[src/core/pack_protection_pkg.sv]
/*
 * Shared constants and types of the pack protection control block:
 * register offsets, field positions, reset values, timing counts and carriers.
 * Assumes a 200 MHz system clock and a 32-bit classic Wishbone register bus.
 */
package pack_protection_pkg;

    // ************************************************************
    // timing
    // ************************************************************
    localparam int unsigned CLK_HZ           = 200_000_000;
    localparam int unsigned SAMPLE_HZ        = 32_000;
    localparam int unsigned SAMPLE_DIV_CYC   = CLK_HZ / SAMPLE_HZ;
    localparam int unsigned BAL_PERIOD_MS    = 250;
    localparam int unsigned BAL_PERIOD_TICKS = BAL_PERIOD_MS * SAMPLE_HZ / 1000;
    localparam int unsigned BAL_DUTY_PCT     = 70;
    localparam int unsigned EXT_GUARD_CYC    = 3;

    // ************************************************************
    // register byte offsets
    // ************************************************************
    localparam logic [7:0] OFS_STATUS = 8'h00;
    localparam logic [7:0] OFS_EQ0    = 8'h04;
    localparam logic [7:0] OFS_EQ1    = 8'h08;
    localparam logic [7:0] OFS_EQ2    = 8'h0C;
    localparam logic [7:0] OFS_CTRL1  = 8'h10;
    localparam logic [7:0] OFS_CTRL2  = 8'h14;
    localparam logic [7:0] OFS_DELAY  = 8'h18;

    // ************************************************************
    // field positions
    // ************************************************************
    localparam int ST_OCD  = 0;
    localparam int ST_SCD  = 1;
    localparam int ST_OV   = 2;
    localparam int ST_UV   = 3;
    localparam int ST_EXT  = 4;
    localparam int ST_CHIP = 5;
    localparam int ST_W    = 6;
    localparam int EQ_W    = 5;
    localparam int C1_SHUT_B = 0;
    localparam int C1_SHUT_A = 1;
    localparam int C1_CONV   = 4;
    localparam int C1_SLEEP  = 6;
    localparam int C1_LOAD   = 7;
    localparam int C2_CHG    = 0;
    localparam int C2_DSG    = 1;
    // synchroniser lanes
    localparam int SY_OCD  = 0;
    localparam int SY_SCD  = 1;
    localparam int SY_CHIP = 2;
    localparam int SY_LOAD = 3;
    localparam int SY_ALRT = 4;
    localparam int SY_WAKE = 5;

    // ************************************************************
    // reset values
    // ************************************************************
    localparam logic [7:0] OCD_DELAY_RST = 8'h08;
    localparam logic [7:0] SCD_DELAY_RST = 8'h02;

    // ************************************************************
    // types
    // ************************************************************
    typedef enum logic [1:0] {
        ST_SLEEP  = 2'b01,
        ST_NORMAL = 2'b10
    } power_state_t;

    typedef struct packed {
        logic        cyc;
        logic        stb;
        logic        we;
        logic [7:0]  adr;
        logic [3:0]  sel;
        logic [31:0] dat;
    } wb_req_t;

    typedef struct packed {
        logic        ack;
        logic [31:0] dat;
    } wb_rsp_t;

    typedef struct packed {
        power_state_t    pwr;
        logic [5:0]      sync1;
        logic [5:0]      sync2;
        wb_rsp_t         rsp;
        logic [ST_W-1:0] status;
        logic            charge_driver_pin;
        logic            discharge_driver_pin;
        logic [14:0]     eq;
        logic            conv;
        logic            shut_arm;
        logic [7:0]      ocd_dly;
        logic [7:0]      scd_dly;
        logic            load;
        logic            alert;
        logic            alert_oe;
        logic [1:0]      low_age;
        logic [14:0]     bal_out;
        logic            meas;
    } ctrl_state_t;

endpackage

[src/core/pack_protection_control.sv]
/*
 * Pack protection control: FET enables, fault status with interrupt,
 * external trip detection, load sensing and cell balancing gating.
 * Assumes a host on classic Wishbone, one 200 MHz clock, pins that are
 * asynchronous and analog decisions (cell limits) arriving on the clock.
 */
// Our own choices: the Wishbone register port and the placing of the registers.
// Function
// - FET drivers follow their enable bits
// - faults and sleep entry clear FET enables
// - device never raises FET enables itself
// - persisting cell limit faults set again
// - load sensing only while charge disabled
// - one balance bit per cell
// - balancing limited to seventy percent per period
// - balancing paused during measurement slice
// - chip fault or wake clears balance bits
// - interrupt is OR of status bits
// - write one clears status, interrupt auto-releases
// - external high on pin trips both FETs
// - no external detection while driving high
// - pin level used without debounce
// - comparators sampled, delay-qualified, then trip
`timescale 1ns/1ps
module pack_protection_control #(
    parameter int unsigned SAMPLE_DIV   = pack_protection_pkg::SAMPLE_DIV_CYC,
    parameter int unsigned PERIOD_TICKS = pack_protection_pkg::BAL_PERIOD_TICKS
) (
    input  wire logic                         i_sys_clk,
    input  wire logic                         i_rst_n,
    input  wire pack_protection_pkg::wb_req_t i_wb_req,
    output pack_protection_pkg::wb_rsp_t      o_wb_rsp,
    input  wire logic                         i_ov_cond,
    input  wire logic                         i_uv_cond,
    input  wire logic                         i_ocd_cmp,
    input  wire logic                         i_scd_cmp,
    input  wire logic                         i_chip_fault,
    input  wire logic                         i_load_pin,
    input  wire logic                         i_wake_pin,
    input  wire logic                         i_alert_pin,
    output logic                              o_alert_out,
    output logic                              o_alert_oe,
    output logic                              o_chg_drv,
    output logic                              o_dsg_drv,
    output logic [14:0]                       o_balance,
    output logic                              o_meas_slice
);
    localparam int unsigned BAL_ON_TICKS = PERIOD_TICKS * pack_protection_pkg::BAL_DUTY_PCT / 100;

    pack_protection_pkg::ctrl_state_t r_q;
    pack_protection_pkg::ctrl_state_t r_d;

    logic                               sample_tick;
    logic [15:0]                        phase_cnt;
    logic                               ocd_fire;
    logic                               scd_fire;
    logic                               normal;
    logic                               hit;
    logic                               wr;
    logic [pack_protection_pkg::ST_W-1:0] set_vec;
    logic                               ext_det;
    logic                               enter_sleep;
    logic                               wake;
    logic                               clr_chg;
    logic                               clr_dsg;
    logic                               wr_stat;
    logic                               wr_ctrl2;
    logic                               phase_on;
    logic [31:0]                        rdata;

    // ************************************************************
    // sample rate and balancing period
    // ************************************************************
    // 32 kHz sample enable
    tick_divider #(.DIV(SAMPLE_DIV)) u_sample_div (
        .i_sys_clk (i_sys_clk),
        .i_rst_n   (i_rst_n),
        .i_en      (1'b1),
        .o_tick    (sample_tick),
        .o_count   ()
    );

    tick_divider #(.DIV(PERIOD_TICKS)) u_period_div (
        .i_sys_clk (i_sys_clk),
        .i_rst_n   (i_rst_n),
        .i_en      (sample_tick),
        .o_tick    (),
        .o_count   (phase_cnt)
    );

    trip_qualifier u_ocd_qual (
        .i_sys_clk (i_sys_clk),
        .i_rst_n   (i_rst_n),
        .i_tick    (sample_tick),
        .i_arm     (normal),
        .i_cmp     (r_q.sync2[pack_protection_pkg::SY_OCD]),
        .i_delay   (r_q.ocd_dly),
        .o_fire    (ocd_fire)
    );

    trip_qualifier u_scd_qual (
        .i_sys_clk (i_sys_clk),
        .i_rst_n   (i_rst_n),
        .i_tick    (sample_tick),
        .i_arm     (normal),
        .i_cmp     (r_q.sync2[pack_protection_pkg::SY_SCD]),
        .i_delay   (r_q.scd_dly),
        .o_fire    (scd_fire)
    );

    // ************************************************************
    // bus decode and read mux
    // ************************************************************
    // write lands on the edge where ack is seen high
    always_comb begin
        hit      = i_wb_req.cyc & i_wb_req.stb;
        wr       = hit & i_wb_req.we & r_q.rsp.ack & i_wb_req.sel[0];
        wr_stat  = wr & (i_wb_req.adr == pack_protection_pkg::OFS_STATUS);
        wr_ctrl2 = wr & (i_wb_req.adr == pack_protection_pkg::OFS_CTRL2);
        rdata    = 32'h0000_0000;
        if (i_wb_req.adr == pack_protection_pkg::OFS_STATUS) begin
            rdata[5:0] = r_q.status;
        end else if (i_wb_req.adr == pack_protection_pkg::OFS_EQ0) begin
            rdata[4:0] = r_q.eq[4:0];
        end else if (i_wb_req.adr == pack_protection_pkg::OFS_EQ1) begin
            rdata[4:0] = r_q.eq[9:5];
        end else if (i_wb_req.adr == pack_protection_pkg::OFS_EQ2) begin
            rdata[4:0] = r_q.eq[14:10];
        end else if (i_wb_req.adr == pack_protection_pkg::OFS_CTRL1) begin
            rdata[pack_protection_pkg::C1_LOAD]  = r_q.load;
            rdata[pack_protection_pkg::C1_SLEEP] = (r_q.pwr == pack_protection_pkg::ST_SLEEP);
            rdata[pack_protection_pkg::C1_CONV]  = r_q.conv;
        end else if (i_wb_req.adr == pack_protection_pkg::OFS_CTRL2) begin
            rdata[pack_protection_pkg::C2_CHG] = r_q.charge_driver_pin;
            rdata[pack_protection_pkg::C2_DSG] = r_q.discharge_driver_pin;
        end else if (i_wb_req.adr == pack_protection_pkg::OFS_DELAY) begin
            rdata[15:0] = {r_q.scd_dly, r_q.ocd_dly};
        end
    end

    // ************************************************************
    // events
    // ************************************************************
    // fault sources, trip detection and power transitions
    always_comb begin
        normal   = (r_q.pwr == pack_protection_pkg::ST_NORMAL);
        phase_on = (phase_cnt < 16'(BAL_ON_TICKS));
        // guard covers own high and its echo
        ext_det = ~r_q.alert & (r_q.low_age == 2'(pack_protection_pkg::EXT_GUARD_CYC))
                  & r_q.sync2[pack_protection_pkg::SY_ALRT];
        set_vec = '0;
        set_vec[pack_protection_pkg::ST_OV]   = normal & r_q.conv & i_ov_cond;
        set_vec[pack_protection_pkg::ST_UV]   = normal & r_q.conv & i_uv_cond;
        set_vec[pack_protection_pkg::ST_OCD]  = ocd_fire;
        set_vec[pack_protection_pkg::ST_SCD]  = scd_fire;
        set_vec[pack_protection_pkg::ST_EXT]  = ext_det;
        set_vec[pack_protection_pkg::ST_CHIP] = r_q.sync2[pack_protection_pkg::SY_CHIP];
        enter_sleep = normal & r_q.shut_arm & wr & (i_wb_req.adr == pack_protection_pkg::OFS_CTRL1)
                      & i_wb_req.dat[pack_protection_pkg::C1_SHUT_A] & ~i_wb_req.dat[pack_protection_pkg::C1_SHUT_B];
        wake = ~normal & r_q.sync2[pack_protection_pkg::SY_WAKE];
        clr_chg = set_vec[pack_protection_pkg::ST_OV] | set_vec[pack_protection_pkg::ST_EXT]
                  | set_vec[pack_protection_pkg::ST_CHIP] | enter_sleep;
        clr_dsg = set_vec[pack_protection_pkg::ST_UV] | set_vec[pack_protection_pkg::ST_OCD]
                  | set_vec[pack_protection_pkg::ST_SCD] | set_vec[pack_protection_pkg::ST_EXT]
                  | set_vec[pack_protection_pkg::ST_CHIP] | enter_sleep;
    end

    // ************************************************************
    // next state
    // ************************************************************
    // register updates, protection actions and registered outputs
    always_comb begin
        r_d = r_q;
        r_d.sync1    = {i_wake_pin, i_alert_pin, i_load_pin, i_chip_fault, i_scd_cmp, i_ocd_cmp};
        r_d.sync2    = r_q.sync1;
        r_d.alert_oe = 1'b1;
        r_d.rsp.ack  = hit & ~r_q.rsp.ack;
        r_d.rsp.dat  = (hit & ~r_q.rsp.ack) ? rdata : 32'h0000_0000;
        // zeros and concurrent faults keep bits
        r_d.status = (r_q.status & ~(wr_stat ? i_wb_req.dat[5:0] : 6'h00)) | set_vec;
        // one bit per cell in three registers
        if (wr && i_wb_req.adr == pack_protection_pkg::OFS_EQ0) begin
            r_d.eq[4:0] = i_wb_req.dat[4:0];
        end
        if (wr && i_wb_req.adr == pack_protection_pkg::OFS_EQ1) begin
            r_d.eq[9:5] = i_wb_req.dat[4:0];
        end
        if (wr && i_wb_req.adr == pack_protection_pkg::OFS_EQ2) begin
            r_d.eq[14:10] = i_wb_req.dat[4:0];
        end
        if (wr && i_wb_req.adr == pack_protection_pkg::OFS_CTRL1) begin
            r_d.conv     = i_wb_req.dat[pack_protection_pkg::C1_CONV];
            r_d.shut_arm = ~i_wb_req.dat[pack_protection_pkg::C1_SHUT_A]
                           & i_wb_req.dat[pack_protection_pkg::C1_SHUT_B];
        end
        if (wr && i_wb_req.adr == pack_protection_pkg::OFS_DELAY) begin
            r_d.ocd_dly = i_wb_req.dat[7:0];
            if (i_wb_req.sel[1]) begin
                r_d.scd_dly = i_wb_req.dat[15:8];
            end
        end
        // only a host write raises enables
        if (wr_ctrl2) begin
            r_d.charge_driver_pin = i_wb_req.dat[pack_protection_pkg::C2_CHG];
            r_d.discharge_driver_pin = i_wb_req.dat[pack_protection_pkg::C2_DSG];
        end
        if (clr_chg) begin
            r_d.charge_driver_pin = 1'b0;
        end
        if (clr_dsg) begin
            r_d.discharge_driver_pin = 1'b0;
        end
        // power state machine
        case (r_q.pwr)
            pack_protection_pkg::ST_SLEEP: begin
                if (wake) begin
                    r_d.pwr = pack_protection_pkg::ST_NORMAL;
                end
            end
            default: begin
                if (enter_sleep) begin
                    r_d.pwr      = pack_protection_pkg::ST_SLEEP;
                    r_d.shut_arm = 1'b0;
                end
            end
        endcase
        // chip fault or wake wipes balancing
        if (set_vec[pack_protection_pkg::ST_CHIP] || wake) begin
            r_d.eq = 15'h0000;
        end
        r_d.bal_out = (normal && phase_on) ? r_d.eq : 15'h0000;
        r_d.meas    = normal & r_q.conv & ~phase_on;
        // load sensed only with charge off
        r_d.load = ~r_q.charge_driver_pin & r_q.sync2[pack_protection_pkg::SY_LOAD];
        r_d.alert   = |r_d.status;
        r_d.low_age = r_q.alert ? 2'h0 :
                      (r_q.low_age == 2'(pack_protection_pkg::EXT_GUARD_CYC)) ? r_q.low_age
                      : 2'(r_q.low_age + 2'h1);
    end

    always_ff @(posedge i_sys_clk or negedge i_rst_n) begin
        if (!i_rst_n) begin
            r_q         <= '0;
            r_q.pwr     <= pack_protection_pkg::ST_SLEEP;
            r_q.ocd_dly <= pack_protection_pkg::OCD_DELAY_RST;
            r_q.scd_dly <= pack_protection_pkg::SCD_DELAY_RST;
        end else begin
            r_q <= r_d;
        end
    end

    // ************************************************************
    // outputs
    // ************************************************************
    // drivers are the enable flip-flops
    assign o_chg_drv    = r_q.charge_driver_pin;
    assign o_dsg_drv    = r_q.discharge_driver_pin;
    assign o_wb_rsp     = r_q.rsp;
    assign o_alert_out  = r_q.alert;
    assign o_alert_oe   = r_q.alert_oe;
    assign o_balance    = r_q.bal_out;
    assign o_meas_slice = r_q.meas;
endmodule

[src/core/tick_divider.sv]
/*
 * Enable-driven modulo counter: pulses o_tick once every DIV enabled cycles
 * and exposes the running count. Assumes DIV fits in 16 bits.
 */
`timescale 1ns/1ps
module tick_divider #(
    parameter int unsigned DIV = 16
) (
    input  wire logic        i_sys_clk,
    input  wire logic        i_rst_n,
    input  wire logic        i_en,
    output logic             o_tick,
    output logic [15:0]      o_count
);
    typedef struct packed {
        logic [15:0] cnt;
        logic        tick;
    } div_state_t;

    div_state_t r_q;
    div_state_t r_d;

    // ************************************************************
    // counting
    // ************************************************************
    // wrap at DIV-1 and pulse for one cycle on the wrap
    always_comb begin
        r_d = r_q;
        r_d.tick = 1'b0;
        if (i_en) begin
            if (r_q.cnt == 16'(DIV - 1)) begin
                r_d.cnt  = 16'h0000;
                r_d.tick = 1'b1;
            end else begin
                r_d.cnt = 16'(r_q.cnt + 16'h0001);
            end
        end
    end

    always_ff @(posedge i_sys_clk or negedge i_rst_n) begin
        if (!i_rst_n) begin
            r_q <= '0;
        end else begin
            r_q <= r_d;
        end
    end

    assign o_tick  = r_q.tick;
    assign o_count = r_q.cnt;
endmodule

[src/core/trip_qualifier.sv]
/*
 * Sampled comparator qualifier: counts sample ticks while the comparator
 * stays high and fires once the programmed delay count is reached.
 * Assumes i_cmp is already synchronised and i_tick is a one-cycle enable.
 */
`timescale 1ns/1ps
module trip_qualifier (
    input  wire logic       i_sys_clk,
    input  wire logic       i_rst_n,
    input  wire logic       i_tick,
    input  wire logic       i_arm,
    input  wire logic       i_cmp,
    input  wire logic [7:0] i_delay,
    output logic            o_fire
);
    typedef struct packed {
        logic [7:0] cnt;
        logic       fire;
    } trip_state_t;

    trip_state_t r_q;
    trip_state_t r_d;

    // ************************************************************
    // hold counter
    // ************************************************************
    // delay count on samples
    always_comb begin
        r_d = r_q;
        r_d.fire = 1'b0;
        if (!i_arm || !i_cmp) begin
            r_d.cnt = 8'h00;
        end else if (i_tick) begin
            if (r_q.cnt >= i_delay) begin
                r_d.fire = 1'b1;
                r_d.cnt  = 8'h00;
            end else begin
                r_d.cnt = 8'(r_q.cnt + 8'h01);
            end
        end
    end

    always_ff @(posedge i_sys_clk or negedge i_rst_n) begin
        if (!i_rst_n) begin
            r_q <= '0;
        end else begin
            r_q <= r_d;
        end
    end

    assign o_fire = r_q.fire;
endmodule

[config.mk]
export PLATFORM = sky130hd
export DESIGN_NAME = pack_protection_control
export DESIGN_NICKNAME = d
export VERILOG_FILES = /design/src/core/pack_protection_pkg.sv /design/src/core/pack_protection_control.sv /design/src/core/tick_divider.sv /design/src/core/trip_qualifier.sv
export SDC_FILE = /design/constraint.sdc
export NUM_CORES = 1
export LEC_CHECK = 0
export ABC_AREA = 1
export BUFFER_PORTS_ARGS = -buffer_cell sky130_fd_sc_hd__buf_2
export CORE_MARGIN = 2
export CORE_UTILIZATION = 45
export DETAILED_ROUTE_END_ITERATION = 7
export PLACE_DENSITY_LB_ADDON = 0.1
export SYNTH_ARGS = -nofsm -noshare
export SYNTH_HDL_FRONTEND = slang
export SYNTH_SLANG_ARGS = --single-unit
[constraint.sdc]
create_clock -name i_sys_clk -period 2.01 [get_ports i_sys_clk]
set_clock_uncertainty 0.2 [all_clocks]
set_input_delay 0.402 -clock i_sys_clk [delete_from_list [all_inputs] [get_ports i_sys_clk]]
set_output_delay 0.402 -clock i_sys_clk [all_outputs]
set_load 0.02 [all_outputs]
==> impl_metrics.ini, run 1 <==
[cells_and_area]
drive_above_1_share_pct = 18.0
num-nets-final = 1051
final_cell_area_sq_um = 8690
diodes = 0
syn2layout_area_growth_pct = 18.0
instances_no_fill = 1201

[clock_tree]
cts_tree = done
cts_setup_buffers = 0
clk_latency_ps = 420
h-tree-depth = 4
clk_pin_slew_ps = 60
root_buffer = clkbuf_16
clock_path_buffers = 2
cts.sinks = 144
cts_buffers = 17

[worst_setup_path]
worstSetupPathType = reg2reg
cp.required_ps = 2140
arrival_ps = 1990
cp_max_fo = 9
endpoint_kind = flip-flop
startpoint_type = flip-flop

[detailed_routing]
drt-pass1-iter-count = 5
viasPerCell = 4.76
num_vias = 5717
drc = 0
drt-total-wl_um = 15900
drt-initial-drc-count = 312
wl_per_cell_um = 13.2
detail-route-antenna-nets = 0

[sta]
period_share_pct = 92.2
setup-tns-final_ps = 0
rsz0062_at_grt = no
slew_violations = 0
fin_hold_ws_ps = 21.2
fmax_ghz = 0.539
hold_viol_final = 0
finalSetupViolCount = 0
min_period_ps = 1850

[synthesis]
ys_types = 41
ys_ff_latch = 144
yosysSeqAreaShare_pct = 49.0
syn_avg_cell_area_sq_um = 8.34
synthCells = 883
synth_area_sq_um = 7370
yosysWarningCount = 0

[run_status]
outcome = finished clean

[die]
die-height_um = 132
row_count = 46
start_util_pct = 46.2
die_w_um = 132
coreArea_sq_um = 15900
io_pins = 110
die_area_sq_um = 17400

[grt]
grt_overflow = 0
antenna_found_initial = 0
gr-usage-all-layers_pct = 19.2
grt_max_degree = 45
first_global_vias = 5488
grt_pass1_wl_um = 26600

[power_and_ir_drop]
power.switching_mw = 1.41
ir_drop_v = 0.000647
p_seq_share_pct = 42.7
cellLeakagePower_nw = 4.65
pwr-share-clk_pct = 53.8
internal-power_mw = 5.45
power_density_nw_per_um2 = 789
p_comb_share_pct = 3.5
swShare_pct = 20.6

[placement]
dp_hpwl_um = 11900
post_dp_cell_area_sq_um = 7910
place_inst = 1161
place.gp.congestion = 0.900
io_buffer_count = 75

[hold_path]
hold_path_class = in2reg

[run]
maxCapViolCount = 0
final timing paths:
| path | start | to | slack (ps) | cells after the start |
|---|---|---|---|---|
| worst min-delay path | i_wb_req[12] | r_q[25]$_DFFE_PN0P_ | 20 | 3 |
| min in group asynchronous | i_rst_n | u_sample_div.o_count[3]$_DFF_PN0_ | 230 | 2 |
| worst min register to register | r_d[97]$_DFF_PN0_ | r_q[97]$_DFF_PN0_ | 150 | 0 |
| worst max register to register | r_q[22]$_DFFE_PN1P_ | u_scd_qual.r_q[3]$_DFFE_PN0P_ | 160 | 7 |
| worst max-delay path | r_q[22]$_DFFE_PN1P_ | u_scd_qual.r_q[3]$_DFFE_PN0P_ | 160 | 7 |
| max in group asynchronous | i_rst_n | o_wb_rsp[4]$_DFF_PN0_ | 760 | 3 |
what timing repair did:
item	in CTS	in global routing
gates resized for setup	1	5
hold endpoints to repair	88	0
setup endpoints to repair	15	34
hold buffers	8	0
sequential cells by signal, indices dropped and copies added, names as in the netlist:
register / cells
o_alert_oe: 1
o_alert_out: 1
o_balance: 15
o_chg_drv: 1
o_dsg_drv: 1
o_meas_slice: 1
o_wb_rsp: 17
r_d: 6
r_q: 50
u_ocd_qual.o_fire: 1
u_ocd_qual.r_q: 8
u_period_div.o_count: 16
u_sample_div.o_count: 16
u_sample_div.o_tick: 1
u_scd_qual.o_fire: 1
u_scd_qual.r_q: 8
power groups by stage:
stage | combinational [mW] | clock [mW] | sequential, mW
floorplan | 0.104 | 0 | 2.98
global placement | 0.233 | 0 | 2.98
detailed placement | 0.233 | 0 | 2.98
CTS | 0.245 | 3.77 | 2.93
global route | 0.270 | 3.91 | 2.93
finish | 0.241 | 3.69 | 2.93
critical path, stage by stage (launching register included):
cell and delay, ps:
dfstp_2 510, inv_1 60, ha_1 310, a21oi_1 130, o21ai_0 80, nand2_1 80
nand3_2 180, o21ai_0 230
logic make-up after synthesis:
family / Yosys count / synth area share, %
and+or+nand+nor: 429 / 26.6
buffers and inverters: 184 / 12.1
DFF: 144 / 49.0
AOI/OAI and AO/OA: 84 / 6.34
adders and majority gates: 22 / 3.74
xor gates and xnor gates: 18 / 2.14
other: 2 / 0.102
Yosys cell counts, drive strengths merged:
master | n | area share (%)
a21oi | 29 | 2.0
and2b | 1 | 0.10
o21a | 3 | 0.31
a21o | 2 | 0.20
nand3 | 68 | 4.9
a211oi | 2 | 0.20
clkbuf | 2 | 0.10
nor2 | 122 | 7.6
nor3b | 3 | 0.31
nor4 | 1 | 0.085
ha | 22 | 3.7
nor3 | 31 | 2.1
dfrtp | 141 | 48
o22ai | 9 | 0.76
o211ai | 2 | 0.20
or2 | 8 | 0.68
xor2 | 17 | 2.0
o21ai | 33 | 2.2
buf | 53 | 5.4
nand2 | 175 | 9.1
a21boi | 1 | 0.10
a31oi | 1 | 0.085
inv | 129 | 6.6
dfstp | 3 | 1.1
o31ai | 2 | 0.20
nand3b | 2 | 0.20
nand4 | 18 | 1.5
conb | 2 | 0.10
xnor2 | 1 | 0.12
placed cells by master, fill, tap and decap left out, drive strengths merged:
cell	n
inv	131
nand4	18
buf	102
nor4	1
a211oi	2
or2	8
o22ai	9
o211ai	2
nor2	122
o21ai	33
a31oi	1
o21a	3
a21o	2
nand3	68
conb	17
dfstp	3
nor3	31
clkbuf	18
xor2	17
ha	22
a21oi	29
bufinv	7
nand2	175
dlygate4sd3	8
nand3b	2
a21boi	1
clkinv	5
dfrtp	141
xnor2	1
nor3b	3
o31ai	2
and2b	1
through the flow:
step | utilization [%] | worst slack (ps) | total power [mW]
2_1_floorplan | - | 282 | 3.08
3_3_place_gp | 49.6 | -7.94 | 3.21
3_5_place_dp | 49.6 | -18.0 | 3.21
4_1_cts | 54.4 | 14.6 | 6.94
5_1_grt | 54.5 | 27.8 | 7.10
6_report | 54.5 | 156 | 6.86
routing by layer:
metal | track usage, % | part of all wire [%] | up-vias
li1 | - | - | 2930
met1 | 25.9 | 48 | 2654
met2 | 30.3 | 46 | 115
met3 | 4.88 | 4.3 | 18
met4 | 6.28 | 1.2 | 0
met5 | 0 | 0 | -
area by class of cell:
class,instances,area (sq um)
Inverter,129,487
Clock inverter,14,260
Clock buffer,18,429
Tap cell,216,270
Fill cell,1510,7250
Multi-Input combinational cell,570,2940
Timing Repair Buffer,110,702
Sequential cell,144,3610
No activity file was read; power rests on OpenSTA's default activity.
==> run 2: changes to the inputs <==
--- a/config.mk
+++ b/config.mk
@@ -7,9 +7,12 @@
 export LEC_CHECK = 0
 export ABC_AREA = 1
 export BUFFER_PORTS_ARGS = -buffer_cell sky130_fd_sc_hd__buf_2
+export CELL_PAD_IN_SITES_DETAIL_PLACEMENT = 2
+export CELL_PAD_IN_SITES_GLOBAL_PLACEMENT = 2
 export CORE_MARGIN = 2
-export CORE_UTILIZATION = 45
+export CORE_UTILIZATION = 37
 export DETAILED_ROUTE_END_ITERATION = 7
+export MAX_ROUTING_LAYER = met4
 export PLACE_DENSITY_LB_ADDON = 0.1
 export SYNTH_ARGS = -nofsm -noshare
 export SYNTH_HDL_FRONTEND = slang
==> constraint.sdc (replaced) <==
create_clock -name i_sys_clk -period 2.32 [get_ports i_sys_clk]
set_clock_uncertainty 0.2 [all_clocks]
set_input_delay 0.464 -clock i_sys_clk [delete_from_list [all_inputs] [get_ports i_sys_clk]]
set_output_delay 0.464 -clock i_sys_clk [all_outputs]
set_load 0.02 [all_outputs]
==> impl_metrics.ini, run 2 (synthesized netlist as in run 1, its figures left out) <==
[run_status]
outcome = finished clean

[hold_path]
hold_path_class = in2reg

[sta]
min_period_ps = 2190
hold_viol_final = 0
setup-tns-final_ps = 0
period_share_pct = 94.4
slew_violations = 0
rsz0062_at_grt = no
finalSetupViolCount = 0
worst_pin_slew_ps = 567
max-slew-margin-rel_pct = 62.1
fmax_ghz = 0.457

[cells_and_area]
top_register = r_q
drive_above_1_share_pct = 16.4
final_common_cell = nand2_1
largest_reg_flops = 50
final_cell_area_sq_um = 8600
syn2layout_area_growth_pct = 16.7
num-nets-final = 1039
layout_common_cells = nand2_1 (173), dfrtp_1 (141), inv_1 (123)
diodes = 0
fillers = 2243

[placement]
place.gp.congestion = 0.900
io_buffer_count = 75
dp_hpwl_um = 16900
post_dp_cell_area_sq_um = 7890

[clock_tree]
clk_latency_ps = 430
root_buffer = clkbuf_16
cts_tree = done
h-tree-depth = 4
cts_buffers = 17
cts_setup_buffers = 0
clk_pin_slew_ps = 60
clock_path_buffers = 2
cts.sinks = 144

[grt]
grt_overflow = 0
gr-usage-all-layers_pct = 23.1
grt_pass1_wl_um = 37400
first_global_vias = 7123
antenna_found_initial = 0
grt_max_degree = 40

[worst_setup_path]
worstSetupPathType = reg2reg
endpoint_kind = flip-flop
startpoint_type = flip-flop
cp_max_fo = 9
arrival_ps = 2290
cp.required_ps = 2420

[detailed_routing]
drc = 0
num_vias = 6136
detail-route-antenna-nets = 0
wl_per_cell_um = 18.2
drt-total-wl_um = 22600
drt-pass1-iter-count = 4
drt-initial-drc-count = 181
viasPerCell = 4.96

[die]
coreArea_sq_um = 19500
io_pins = 110
die-height_um = 145
row_count = 51
die_area_sq_um = 21100
die_w_um = 145
start_util_pct = 37.7

[power_and_ir_drop]
cellLeakagePower_nw = 4.55
power_density_nw_per_um2 = 672
ir_drop_v = 0.000556

[run]
maxCapViolCount = 0
[run 2: worst max-delay path, cell delays in order, from the launching register on]
cell and delay [ps]:
dfstp_2 520, inv_1 70, ha_1 320, a21oi_1 160, o21ai_0 130, nand2_1 90, nand3_1 300, nand2_1 180
inv_1 100
[run 2: worst paths after layout]
check | start | endpoint | slack, ps | depth (start not counted)
setup / recovery | r_q[22]$_DFFE_PN1P_ | u_scd_qual.o_fire$_DFF_PN0_ | 130 | 8
hold / removal | i_wb_req[7] | r_q[36]$_DFFE_PN0P_ | 90 | 3
setup reg to reg | r_q[22]$_DFFE_PN1P_ | u_scd_qual.o_fire$_DFF_PN0_ | 130 | 8
hold reg to reg | r_d[95]$_DFF_PN0_ | r_q[95]$_DFF_PN0_ | 150 | 0
max in group asynchronous | i_rst_n | r_q[22]$_DFFE_PN1P_ | 960 | 3
min in group asynchronous | i_rst_n | o_balance[2]$_DFF_PN0_ | 340 | 2
[run 2: metrics by stage]
| stage | utilization [%] | hold slack, ps | setup slack (ps) | cells | power, mW |
|---|---|---|---|---|---|
| detailed placement | 40.4 | 138 | 174 | 1199 | 2.79 |
| floorplan | - | -31.6 | 558 | 898 | 2.67 |
| CTS | 44.0 | 79.9 | 125 | 1238 | 5.84 |
| finish | 44.0 | 86.3 | 130 | 1238 | 5.78 |
| global placement | 40.4 | 133 | 231 | 1199 | 2.78 |
| global route | 44.0 | 88.2 | 22.5 | 1238 | 5.97 |
[run 2: where the power goes]
group | internal, mW | total (mW) | switching [mW]
sequential | 2.53 | 2.53 | 0.00751
combinational | 0.0615 | 0.219 | 0.158
clock | 1.92 | 3.02 | 1.10
total | 4.51 | 5.78 | 1.27
[run 2: final cells by class]
| cell class | instances | area [sq um] | share of cell area (%) |
|---|---|---|---|
| flip-flops and latches | 144 | 3610 | 42.0 |
| multi-input cells | 570 | 2920 | 34.0 |
| repair buffers | 98 | 609 | 7.09 |
| clock buffers | 24 | 492 | 5.72 |
| inverters | 129 | 487 | 5.66 |
| well taps | 265 | 332 | 3.86 |
| clock inverters | 8 | 150 | 1.75 |
[run 2: what timing repair did]
item / 4_1_cts / 5_1_grt
endpoints found under the setup margin: 0 / 1
endpoints found under the hold margin: 41 / 0
resized for setup: 0 / 1
hold buffers: 7 / 0
[run 2: metal layers]
layer,track usage [%],routed length [um]
met5,-,0
met4,6.03,380
met3,4.78,662
met2,41.2,12000
met1,26.5,9590
